$ cat config.mk
export PLATFORM = sky130hd
export DESIGN_NAME = phy_event_status
export DESIGN_NICKNAME = d
export VERILOG_FILES = /design/src/logic/event_latch.v /design/src/logic/sat_counter.v /design/src/logic/phy_event_status.v
export VERILOG_INCLUDE_DIRS = /design/src /design/src/inc
export SDC_FILE = /design/constraint.sdc
export NUM_CORES = 1
export LEC_CHECK = 0
export ABC_CLOCK_PERIOD_IN_PS = 4700
export BUFFER_PORTS_ARGS = -buffer_cell sky130_fd_sc_hd__buf_2
export CELL_PAD_IN_SITES_DETAIL_PLACEMENT = 1
export CELL_PAD_IN_SITES_GLOBAL_PLACEMENT = 1
export CORE_ASPECT_RATIO = 0.9
export CORE_UTILIZATION = 40
export DETAILED_ROUTE_END_ITERATION = 10
export PLACE_DENSITY = 0.87
export SYNTH_ARGS = -nofsm -noshare
export SYNTH_HDL_FRONTEND = slang
export SYNTH_HIERARCHICAL = 1
export SYNTH_SLANG_ARGS = --single-unit
export TNS_END_PERCENT = 1
$ cat constraint.sdc
create_clock -name i_clock -period 4.7 [get_ports i_clock]
set_clock_uncertainty 0.2 [all_clocks]
set_input_delay 0.235 -clock i_clock [delete_from_list [all_inputs] [get_ports i_clock]]
set_output_delay 0.235 -clock i_clock [all_outputs]
set_load 0.01 [all_outputs]
$ cat src/inc/phy_event_defs.vh
// Register map, field positions and constants of the PHY event block
`ifndef PHY_EVENT_DEFS_VH
`define PHY_EVENT_DEFS_VH

// ----------------------------------------------------------------
// Register addresses on the management port
// ----------------------------------------------------------------
`define ADDR_EVENT_STATUS 5'h12
`define ADDR_FALSE_CARRIER 5'h14
`define ADDR_RX_ERROR 5'h15
`define ADDR_CODING_CONFIG 5'h16

// ----------------------------------------------------------------
// Event status and enables fields
// ----------------------------------------------------------------
`define EVT_PENDING_LSB 8
`define EVT_PENDING_MSB 14
`define EVT_ENABLE_LSB 0
`define EVT_ENABLE_MSB 6
`define EVT_COUNT 7
`define EVT_IDX_ENERGY 6
`define EVT_IDX_LINK 5
`define EVT_IDX_SPEED 4
`define EVT_IDX_DUPLEX 3
`define EVT_IDX_AUTONEG 2
`define EVT_IDX_FC_HALF 1
`define EVT_IDX_RXE_HALF 0
`define EVT_ENABLE_RESET 7'h00

// ----------------------------------------------------------------
// Coding sublayer config fields
// ----------------------------------------------------------------
`define PCS_QUIET_BIT 10
`define PCS_SD_FORCE_BIT 9
`define PCS_RSVD_LSB 11
`define PCS_RSVD_MSB 12
`define PCS_CONFIG_RESET 4'h0

// ----------------------------------------------------------------
// Counters
// ----------------------------------------------------------------
`define CNT_WIDTH 8
`define CNT_MAX 8'hFF
`define CNT_HALF 8'h80
`define CNT_RESET 8'h00

`endif

$ cat src/logic/event_latch.v
// Sticky pending bits, set by events and cleared by a read
`timescale 1ns/1ns
module event_latch #(
    parameter WIDTH = 7
) (
    input wire i_clock,
    input wire i_rst_b,
    input wire [WIDTH-1:0] i_set,
    input wire i_clear,
    output wire [WIDTH-1:0] o_pending
);

reg [WIDTH-1:0] pending_ff;
wire [WIDTH-1:0] nxt_pending;

genvar g;
generate
    for (g = 0; g < WIDTH; g = g + 1) begin : g_bit
        // Set wins over the clear of the same cycle
        assign nxt_pending[g] = i_set[g] | (pending_ff[g] & ~i_clear);
    end
endgenerate

always @(posedge i_clock) begin
    if (!i_rst_b) begin
        pending_ff <= {WIDTH{1'b0}};
    end else begin
        pending_ff <= nxt_pending;
    end
end

assign o_pending = pending_ff;

endmodule

$ cat src/logic/sat_counter.v
// Saturating event counter with half-full crossing pulse
`timescale 1ns/1ns
`include "phy_event_defs.vh"
module sat_counter #(
    parameter WIDTH = `CNT_WIDTH
) (
    input wire i_clock,
    input wire i_rst_b,
    input wire i_inc,
    input wire i_clear,
    output wire [WIDTH-1:0] o_count,
    output wire o_half_event
);

localparam [WIDTH-1:0] MAX = {WIDTH{1'b1}};
localparam [WIDTH-1:0] HALF = {1'b1, {(WIDTH-1){1'b0}}};

reg [WIDTH-1:0] count_ff;
reg [WIDTH-1:0] nxt_count;
wire [WIDTH-1:0] base;

// A clear and an increment together leave a count of one
assign base = i_clear ? {WIDTH{1'b0}} : count_ff;

always @* begin
    nxt_count = base;
    if (i_inc && base != MAX) begin
        nxt_count = base + {{(WIDTH-1){1'b0}}, 1'b1};
    end
end

always @(posedge i_clock) begin
    if (!i_rst_b) begin
        count_ff <= {WIDTH{1'b0}};
    end else begin
        count_ff <= nxt_count;
    end
end

// Pulse on the step from below half to half or above
assign o_half_event = (base < HALF) && (nxt_count >= HALF);
assign o_count = count_ff;

endmodule

$ cat src/logic/phy_event_status.v
// PHY event status, error counters and coding sublayer config bits
//
// Behaviour
// - Reserved status and counter bits read zero
// - Energy detect pending bit, clear on read
// - Link change pending bit, clear on read
// - Speed change pending bit, clear on read
// - Duplex change pending bit, clear on read
// - Autoneg complete pending bit, clear on read
// - False carrier half-full pending, clear on read
// - Receive error half-full pending, clear on read
// - Seven enables gate interrupts, reset zero
// - Pending bits set regardless of enables
// - Event interrupt needs event enable and global enable
// - False carrier counter increments per event
// - False carrier counter saturates at FFh
// - Receive error counts invalid symbol in carrier
// - At most one count per carrier event
// - No receive error count during collision
// - Receive error counter saturates, clears on read
// - Config bit 10 selects transmit true quiet
// - Config bit 9 forces signal detect
// - Global enable gates event interrupts
// - Test bit forces interrupt while set
// - Pin select makes shared pin interrupt output
`timescale 1ns/1ns
`include "phy_event_defs.vh"
module phy_event_status #(
    parameter CNT_W = `CNT_WIDTH
) (
    input wire i_clock,
    input wire i_rst_b,
    input wire [4:0] i_reg_addr,
    input wire i_reg_wr,
    input wire i_reg_rd,
    input wire [15:0] i_reg_wdata,
    output wire [15:0] o_reg_rdata,
    output wire o_reg_rvalid,
    input wire i_event_irq_global_enable,
    input wire i_forced_test_irq,
    input wire i_irq_pin_select,
    input wire i_energy_event,
    input wire i_link_status,
    input wire i_speed_status,
    input wire i_duplex_status,
    input wire i_autoneg_done,
    input wire i_false_carrier,
    input wire i_carrier_valid,
    input wire i_invalid_symbol,
    input wire i_collision,
    input wire i_pin_in,
    output wire o_pin_out,
    output wire o_pin_oe,
    output wire o_powerdown_request,
    output wire o_irq,
    output wire o_transmit_quiet_select,
    output wire o_forced_signal_detect
);

// ----------------------------------------------------------------
// Address decode
// ----------------------------------------------------------------
function addr_hit;
    input [4:0] addr;
    input [4:0] target;
    begin
        addr_hit = (addr == target);
    end
endfunction

wire rd_status = i_reg_rd & addr_hit(i_reg_addr, `ADDR_EVENT_STATUS);
wire rd_rxerr = i_reg_rd & addr_hit(i_reg_addr, `ADDR_RX_ERROR);
wire wr_status = i_reg_wr & addr_hit(i_reg_addr, `ADDR_EVENT_STATUS);
wire wr_config = i_reg_wr & addr_hit(i_reg_addr, `ADDR_CODING_CONFIG);

// ----------------------------------------------------------------
// Status level tracking
// ----------------------------------------------------------------
reg primed_ff;
reg link_prev_ff;
reg speed_prev_ff;
reg duplex_prev_ff;
reg autoneg_prev_ff;

// Edges are ignored until the previous levels have been sampled once
always @(posedge i_clock) begin
    if (!i_rst_b) begin
        primed_ff <= 1'b0;
        link_prev_ff <= 1'b0;
        speed_prev_ff <= 1'b0;
        duplex_prev_ff <= 1'b0;
        autoneg_prev_ff <= 1'b0;
    end else begin
        primed_ff <= 1'b1;
        link_prev_ff <= i_link_status;
        speed_prev_ff <= i_speed_status;
        duplex_prev_ff <= i_duplex_status;
        autoneg_prev_ff <= i_autoneg_done;
    end
end

wire link_change = primed_ff & (i_link_status ^ link_prev_ff);
wire speed_change = primed_ff & (i_speed_status ^ speed_prev_ff);
wire duplex_change = primed_ff & (i_duplex_status ^ duplex_prev_ff);
wire autoneg_rise = primed_ff & i_autoneg_done & ~autoneg_prev_ff;

// ----------------------------------------------------------------
// Receive error qualification
// ----------------------------------------------------------------
reg carrier_counted_ff;
reg nxt_carrier_counted;
wire rxerr_inc;

assign rxerr_inc = i_carrier_valid & i_invalid_symbol & ~i_collision &
    ~carrier_counted_ff;

always @* begin
    nxt_carrier_counted = carrier_counted_ff;
    if (!i_carrier_valid) begin
        nxt_carrier_counted = 1'b0;
    end else if (rxerr_inc) begin
        nxt_carrier_counted = 1'b1;
    end
end

always @(posedge i_clock) begin
    if (!i_rst_b) begin
        carrier_counted_ff <= 1'b0;
    end else begin
        carrier_counted_ff <= nxt_carrier_counted;
    end
end

// ----------------------------------------------------------------
// Counters
// ----------------------------------------------------------------
wire [CNT_W-1:0] fc_count;
wire [CNT_W-1:0] rxe_count;
wire fc_half;
wire rxe_half;

// False carrier count is read only and never cleared by a read
sat_counter #(
    .WIDTH(CNT_W)
) u_false_carrier (
    .i_clock(i_clock),
    .i_rst_b(i_rst_b),
    .i_inc(i_false_carrier),
    .i_clear(1'b0),
    .o_count(fc_count),
    .o_half_event(fc_half)
);

sat_counter #(
    .WIDTH(CNT_W)
) u_rx_error (
    .i_clock(i_clock),
    .i_rst_b(i_rst_b),
    .i_inc(rxerr_inc),
    .i_clear(rd_rxerr),
    .o_count(rxe_count),
    .o_half_event(rxe_half)
);

// ----------------------------------------------------------------
// Pending event bits
// ----------------------------------------------------------------
wire [`EVT_COUNT-1:0] evt_set;
wire [`EVT_COUNT-1:0] pending;

assign evt_set[`EVT_IDX_ENERGY] = i_energy_event;
assign evt_set[`EVT_IDX_LINK] = link_change;
assign evt_set[`EVT_IDX_SPEED] = speed_change;
assign evt_set[`EVT_IDX_DUPLEX] = duplex_change;
assign evt_set[`EVT_IDX_AUTONEG] = autoneg_rise;
assign evt_set[`EVT_IDX_FC_HALF] = fc_half;
assign evt_set[`EVT_IDX_RXE_HALF] = rxe_half;

// Sets do not look at the enables
event_latch #(
    .WIDTH(`EVT_COUNT)
) u_pending (
    .i_clock(i_clock),
    .i_rst_b(i_rst_b),
    .i_set(evt_set),
    .i_clear(rd_status),
    .o_pending(pending)
);

// ----------------------------------------------------------------
// Writable control bits
// ----------------------------------------------------------------
reg [`EVT_COUNT-1:0] enable_ff;
reg quiet_ff;
reg sd_force_ff;
reg [1:0] pcs_rsvd_ff;

always @(posedge i_clock) begin
    if (!i_rst_b) begin
        enable_ff <= `EVT_ENABLE_RESET;
    end else if (wr_status) begin
        enable_ff <= i_reg_wdata[`EVT_ENABLE_MSB:`EVT_ENABLE_LSB];
    end
end

always @(posedge i_clock) begin
    if (!i_rst_b) begin
        quiet_ff <= 1'b0;
        sd_force_ff <= 1'b0;
        pcs_rsvd_ff <= 2'h0;
    end else if (wr_config) begin
        quiet_ff <= i_reg_wdata[`PCS_QUIET_BIT];
        sd_force_ff <= i_reg_wdata[`PCS_SD_FORCE_BIT];
        // Kept as written; software is expected to write zero here
        pcs_rsvd_ff <= i_reg_wdata[`PCS_RSVD_MSB:`PCS_RSVD_LSB];
    end
end

assign o_transmit_quiet_select = quiet_ff;
assign o_forced_signal_detect = sd_force_ff;

// ----------------------------------------------------------------
// Register words as seen by a read
// ----------------------------------------------------------------
wire energy_event_pending = pending[`EVT_IDX_ENERGY];
wire link_change_pending = pending[`EVT_IDX_LINK];
wire speed_change_pending = pending[`EVT_IDX_SPEED];
wire duplex_change_pending = pending[`EVT_IDX_DUPLEX];
wire autoneg_done_pending = pending[`EVT_IDX_AUTONEG];
wire false_carrier_half_pending = pending[`EVT_IDX_FC_HALF];
wire rx_error_half_pending = pending[`EVT_IDX_RXE_HALF];
wire energy_event_enable = enable_ff[`EVT_IDX_ENERGY];
wire link_change_enable = enable_ff[`EVT_IDX_LINK];
wire speed_change_enable = enable_ff[`EVT_IDX_SPEED];
wire duplex_change_enable = enable_ff[`EVT_IDX_DUPLEX];
wire autoneg_done_enable = enable_ff[`EVT_IDX_AUTONEG];
wire false_carrier_half_enable = enable_ff[`EVT_IDX_FC_HALF];
wire rx_error_half_enable = enable_ff[`EVT_IDX_RXE_HALF];

wire [15:0] status_word;
wire [15:0] fc_word;
wire [15:0] rxe_word;
wire [15:0] config_word;

// Reserved positions are tied to zero, except config bits 12:11, which read back as written
assign status_word = {
    1'b0,
    energy_event_pending,
    link_change_pending,
    speed_change_pending,
    duplex_change_pending,
    autoneg_done_pending,
    false_carrier_half_pending,
    rx_error_half_pending,
    1'b0,
    energy_event_enable,
    link_change_enable,
    speed_change_enable,
    duplex_change_enable,
    autoneg_done_enable,
    false_carrier_half_enable,
    rx_error_half_enable
};
assign fc_word = {{(16-CNT_W){1'b0}}, fc_count};
assign rxe_word = {{(16-CNT_W){1'b0}}, rxe_count};
assign config_word = {3'h0, pcs_rsvd_ff, quiet_ff, sd_force_ff, 9'h000};

// ----------------------------------------------------------------
// Read data
// ----------------------------------------------------------------
reg [15:0] rdata_ff;
reg rvalid_ff;
reg [15:0] nxt_rdata;

always @* begin
    nxt_rdata = 16'h0000;
    case (i_reg_addr)
        `ADDR_EVENT_STATUS: begin
            nxt_rdata = status_word;
        end
        `ADDR_FALSE_CARRIER: begin
            nxt_rdata = fc_word;
        end
        `ADDR_RX_ERROR: begin
            nxt_rdata = rxe_word;
        end
        `ADDR_CODING_CONFIG: begin
            nxt_rdata = config_word;
        end
        default: begin
            nxt_rdata = 16'h0000;
        end
    endcase
end

always @(posedge i_clock) begin
    if (!i_rst_b) begin
        rdata_ff <= 16'h0000;
        rvalid_ff <= 1'b0;
    end else begin
        rvalid_ff <= i_reg_rd;
        if (i_reg_rd) begin
            rdata_ff <= nxt_rdata;
        end
    end
end

assign o_reg_rdata = rdata_ff;
assign o_reg_rvalid = rvalid_ff;

// ----------------------------------------------------------------
// Interrupt and shared pin
// ----------------------------------------------------------------
reg irq_ff;
reg pin_meta_ff;
reg pin_sync_ff;
wire event_irq;

// Level that follows enabled pending bits until read away
assign event_irq = i_event_irq_global_enable &
    (|(pending & enable_ff));

always @(posedge i_clock) begin
    if (!i_rst_b) begin
        irq_ff <= 1'b0;
        pin_meta_ff <= 1'b1;
        pin_sync_ff <= 1'b1;
    end else begin
        irq_ff <= event_irq | i_forced_test_irq;
        pin_meta_ff <= i_pin_in;
        pin_sync_ff <= pin_meta_ff;
    end
end

assign o_irq = irq_ff;
// Active-low interrupt on the pin only while it is selected as output
assign o_pin_oe = i_irq_pin_select;
assign o_pin_out = ~irq_ff;
assign o_powerdown_request = ~i_irq_pin_select & ~pin_sync_ff;

endmodule

Word-level counts from Yosys, hierarchy flattened
Cells that the tools add are included.
- add/sub/neg operators: 2
- $lt $le $gt $ge: 4
- equality and inequality tests: 6
- multiplexer cells: 5
- bitwise logic cells: 40
- reductions and logical operators: 6
- operator list (operator ; count):
    $pmux W15 S4 ; 1
    $mux W8 ; 3
    $and A1 B1 Y1 ; 21
    $eq A5 B5 Y1 const B ; 4
    $add A8 B1 Y8 const B ; 2
    $ge A8 B8 Y1 const B ; 2
    $lt A8 B8 Y1 const B ; 2
    $ne A8 B8 Y1 const B ; 2
    $or A1 B1 Y1 ; 8
    $and A7 B7 Y7 ; 1
    $not A1 Y1 ; 7
    $reduce_or A7 Y1 ; 1
    $logic_and A1 B1 Y1 ; 4
    $xor A1 B1 Y1 ; 3
    $reduce_and A2 Y1 ; 1
    $mux W1 ; 1
- register bits after elaboration: 60

Longest topological paths before layout
- depth in word-level cells: 9
- gate-level depth with buffers: 8
- gate-level depth less buffers: 8

By module
Netlist, hierarchy kept.
- by module, submodules not included (module ; times used ; cells an instance ; area each (um2) ; sequential area each (um2)):
    phy_event_status ; 1 ; 174 ; 1614.0 ; 720.7
    sat_counter ; 2 ; 50 ; 464.2 ; 160.2
    event_latch ; 1 ; 21 ; 236.5 ; 140.1

Least setup slack after synthesis
No wires, ideal clock.
- path type: input port to flip-flop
- start: input i_reg_addr[1]
- end: register u_rx_error.count_ff[1] (netlist: u_rx_error/o_count[1])
- setup time: 0.114 ns
- arrival: 1.769 ns
- setup slack: 2.617 ns
- stages: 8
- buffers on the path: 0
- path through: and2b_1 -> and4_1 -> and2b_1 -> ha_1 -> and4b_4 -> a21bo_2 -> mux2i_1 -> nor2_1
- cells in the longest elaborated chain, start to end: 6
- ends and longest elaborated chain (what ; RTL line ; text):
    start, declared ; phy_event_status.v:33 ; input wire [4:0] i_reg_addr,
    $eq A5 B5 Y1 (*) ; phy_event_status.v:67 ; addr_hit = (addr == target);
    $and A1 B1 Y1 (*) ; phy_event_status.v:72 ; wire rd_rxerr = i_reg_rd & addr_hit(i_reg_addr, `ADDR_RX_ERROR);
    via rd_rxerr ; phy_event_status.v:72 ;
    $mux W8 (*) ; sat_counter.v:23 ; assign base = i_clear ? {WIDTH{1'b0}} : count_ff;
    parallel branches: the longest is 2 deep, another holds $add A8 B1 Y8 ; - ;
    $mux W8 (*) ; sat_counter.v:27 ; if (i_inc && base != MAX) begin
    end signal, assigned ; sat_counter.v:34 ; count_ff <= {WIDTH{1'b0}};
    end signal, assigned ; sat_counter.v:36 ; count_ff <= nxt_count;
    end, declared ; sat_counter.v:18 ; reg [WIDTH-1:0] count_ff;
Mark *: on every way through the listed nets, which the timed path passes.
A chain may end at the register's enable or synchronous reset.

Final worst setup path
Ends and elaborated chain as after synthesis.

==> impl_metrics.tcl <==
set metrics [dict create \
    worstSetupPathType "in2reg" \
    start_kind "input port" \
    num_vias 2522 \
    required_ps 4740 \
    clkSinkCount 59 \
    cts.clk_slew.worst_paths_ps 90 \
    design_area_um2 3550 \
    drive_above_1_share 0.276 \
    fin_crit_ps 2100 \
    slew_viol_final 0 \
    ant_nets 0 \
    cts_buffers 9 \
    cts_resized 0 \
    fmax_mhz 476 \
    pwr-share-comb 0.071 \
    critPathMaxFanout 8 \
    netlist_top_cells_area "dfxtp_1 43%, o21ai_0 4.0%, nand2_1 3.6%, a22oi_1 3.5%, mux2_2 3.2%" \
    max_cap_violations 0 \
    setup_viol 0 \
    rows 28 \
    synth.avg_cell_area_um2 9.42 \
    yosysTopAreaCellShare 0.425 \
    synth_seq_cells 59 \
    drtIter0Drc 156 \
    max_stage_delay_ps 380 \
    seqPwrFrac 0.432 \
    powerDensity_nw_per_um2 337 \
    gp_congestion 0.781 \
    grt.overflow.total 0 \
    cts_root_buffer "clkbuf_8" \
    ios 61 \
    antenna_found_initial 1 \
    hold_viol 0 \
    grt_pass1_vias 2596 \
    netlist_area_um2 2780 \
    synth-edff-count 0 \
    clockPowerShare 0.498 \
    seq_area_um2 1180 \
    initial_core_util 0.417 \
    drt_wl_total_um 8310 \
    via_per_inst 5.35 \
    swShare 0.242 \
    cp_cell_sequence "buf_2 > and2b_1 > and4_1 > and2b_1 > ha_1 > and4b_4 > a21bo_2 > mux2i_1 > nor2_1" \
    worstSetupEndpointType "register" \
    synth_cell_type_count 54 \
    fin_util 0.534 \
    yosys_warnings 6 \
    coreArea_um2 6660 \
    areaGrowthSynthToFinish_pct 27.9 \
    clk_latency_ps 360 \
    fin_crit_sh 0.447 \
    wl_per_cell_um 17.6 \
    max_slew.worst_pin.slew_ps 906 \
    peakVddDrop_uv 252 \
    cp_common_cell "and2b_1" \
    cts_setup_buffers 0 \
    multi_input_area_um2 1510 \
    dp_hpwl_um 5150 \
    die_x_um 89.9 \
    yosysSeqAreaShare 0.425 \
    p_int_mw 0.909 \
    yosysTopAreaCell "dfxtp_1" \
    die_h_um 81.1 \
    hp-class "in2reg" \
    final_nets 415 \
    finalSetupTns_ps 0 \
    cts_tree "built" \
    die_area_um2 7290 \
    grt_pass1_wl_um 13100 \
    n_fill_cell 793 \
    first_pass_iters 4 \
    grt_setup_unrepaired "false" \
    synth_flop_cell "dfxtp_1" \
    grt_max_degree 54 \
    fin_hold_ws_ps 62.1 \
    htreeDepth 3 \
    power.leakage_nw 1.53 \
    track_usage 0.235 \
    drcViolationCount 0 \
    status "complete, no violations" \
    slew_headroom 0.396 \
    dpl_cell_area_um2 3100 \
    portBuffers 54 \
    fin_cells 471 \
    critPathArrivalTime_ps 2140 \
    cts_hold_buf 20 \
    clock_path_buffers 2 \
    cpMaxStageDelayCell "and4_1" \
    syn_inst 295 \
    postSynth.asyncResetShare 0 \
    p_switching_mw 0.289 \
    dp.cells 434 \
]
-- worst paths after layout --
path / start / endpoint / slack [ps] / depth (start not counted)
hold reg to reg: pin_meta_ff / pin_sync_ff / 230 / 1
hold / removal: i_reg_rd / o_reg_rdata[14] / 60 / 3
setup reg to reg: u_pending/o_pending[3] / o_irq / 2750 / 5
setup / recovery: i_reg_addr[1] / u_rx_error/o_count[1] / 2600 / 9
-- critical path, delay by kind of cell --
kind            cells  cell delay (ps)
compound gates      1              240
fa+ha+maj           1              220
simple gates        5             1180
buf+inv             1              120
mux                 1              140
-- cells in the mapped netlist (all sizes together) (2+ instances only) --
master,number
a31oi,4
nor2,10
nand4bb,2
nand4,4
inv,5
mux2i,4
ha,2
a211oi,2
a21boi,4
clkbuf,5
nand3,19
nand2b,10
and2,12
xor2,5
a41o,2
a2111oi,2
nor3,2
mux2,8
a22oi,13
a21bo,2
dfxtp,59
and2b,9
and4,5
and4b,3
o21a,7
nand2,29
a21oi,5
o21ai,28
and3,2
nor2b,13
nor3b,2
buf,9
-- power by group through the flow --
stage	clock network [mW]	registers (mW)	logic, mW
floorplan	0	0.526	0.0429
global placement	0	0.528	0.0654
detailed placement	0	0.528	0.0682
CTS	0.595	0.517	0.0819
global route	0.627	0.518	0.0912
finish	0.596	0.517	0.0846
-- state kept, by name, indices dropped and copies added, names as in the netlist --
name / count
o_reg_rdata: 15
u_false_carrier/o_count: 8
u_rx_error/o_count: 8
enable_ff: 7
u_pending/o_pending: 7
pcs_rsvd_ff: 2
autoneg_prev_ff: 1
carrier_counted_ff: 1
duplex_prev_ff: 1
link_prev_ff: 1
o_forced_signal_detect: 1
o_irq: 1
o_reg_rvalid: 1
o_transmit_quiet_select: 1
pin_meta_ff: 1
pin_sync_ff: 1
primed_ff: 1
speed_prev_ff: 1
-- area by class of cell --
cell class              instances  area share
well taps                      90      0.0317
inverters                       5     0.00528
flip-flops and latches         59       0.332
clock buffers                   9      0.0348
multi-input cells             225       0.426
diodes                          1    0.000704
clock inverters                 7      0.0352
repair buffers                 75       0.134
-- layout by cell type, fill, tap and decap left out, types with 4 or more instances in the layout --
cell and instances:
a31oi_1 4, conb_1 9, nand2_1 27, mux2i_1 4, o21ai_0 22, dlygate4sd3_1 20, nand2b_1 10, o21a_1 7
nand4_1 4, a22oi_1 13, nor2b_1 9, and4_2 4, nand3_1 14, mux2_2 8, o21ai_1 6, buf_2 54
nand3_2 5, and2_1 10, and2b_1 9, xor2_1 5, nor2_1 10, dfxtp_1 59, clkbuf_8 9, inv_1 5
-- through the flow --
stage,worst slack [ps],power [mW]
finish,2600,1.20
floorplan,2620,0.569
global route,2340,1.24
detailed placement,2300,0.596
global placement,2330,0.593
CTS,2590,1.19
-- layer usage --
| layer | GRT usage | vias up | part of all wire |
|---|---|---|---|
| li1 | - | 1202 | - |
| met1 | 0.292 | 1239 | 0.44 |
| met2 | 0.407 | 67 | 0.49 |
| met3 | 0.0403 | 14 | 0.047 |
| met4 | 0.108 | 0 | 0.017 |
| met5 | 0 | - | 0 |
-- kinds of logic (layout without fill, tap and decap cells) --
family,after synthesis,after routing,synth area share
AO/OA/AOI/OAI,72,72,0.176
XOR/XNOR,5,5,0.0158
adder cells (fa/ha/maj),2,2,0.00900
buffers and inverters,19,96,0.0414
flip-flops,59,59,0.425
multiplexers,12,12,0.0468
other,1,10,0.00135
AND/OR/NAND/NOR,125,125,0.284
Note: power is estimated with default switching activity, not from simulation.
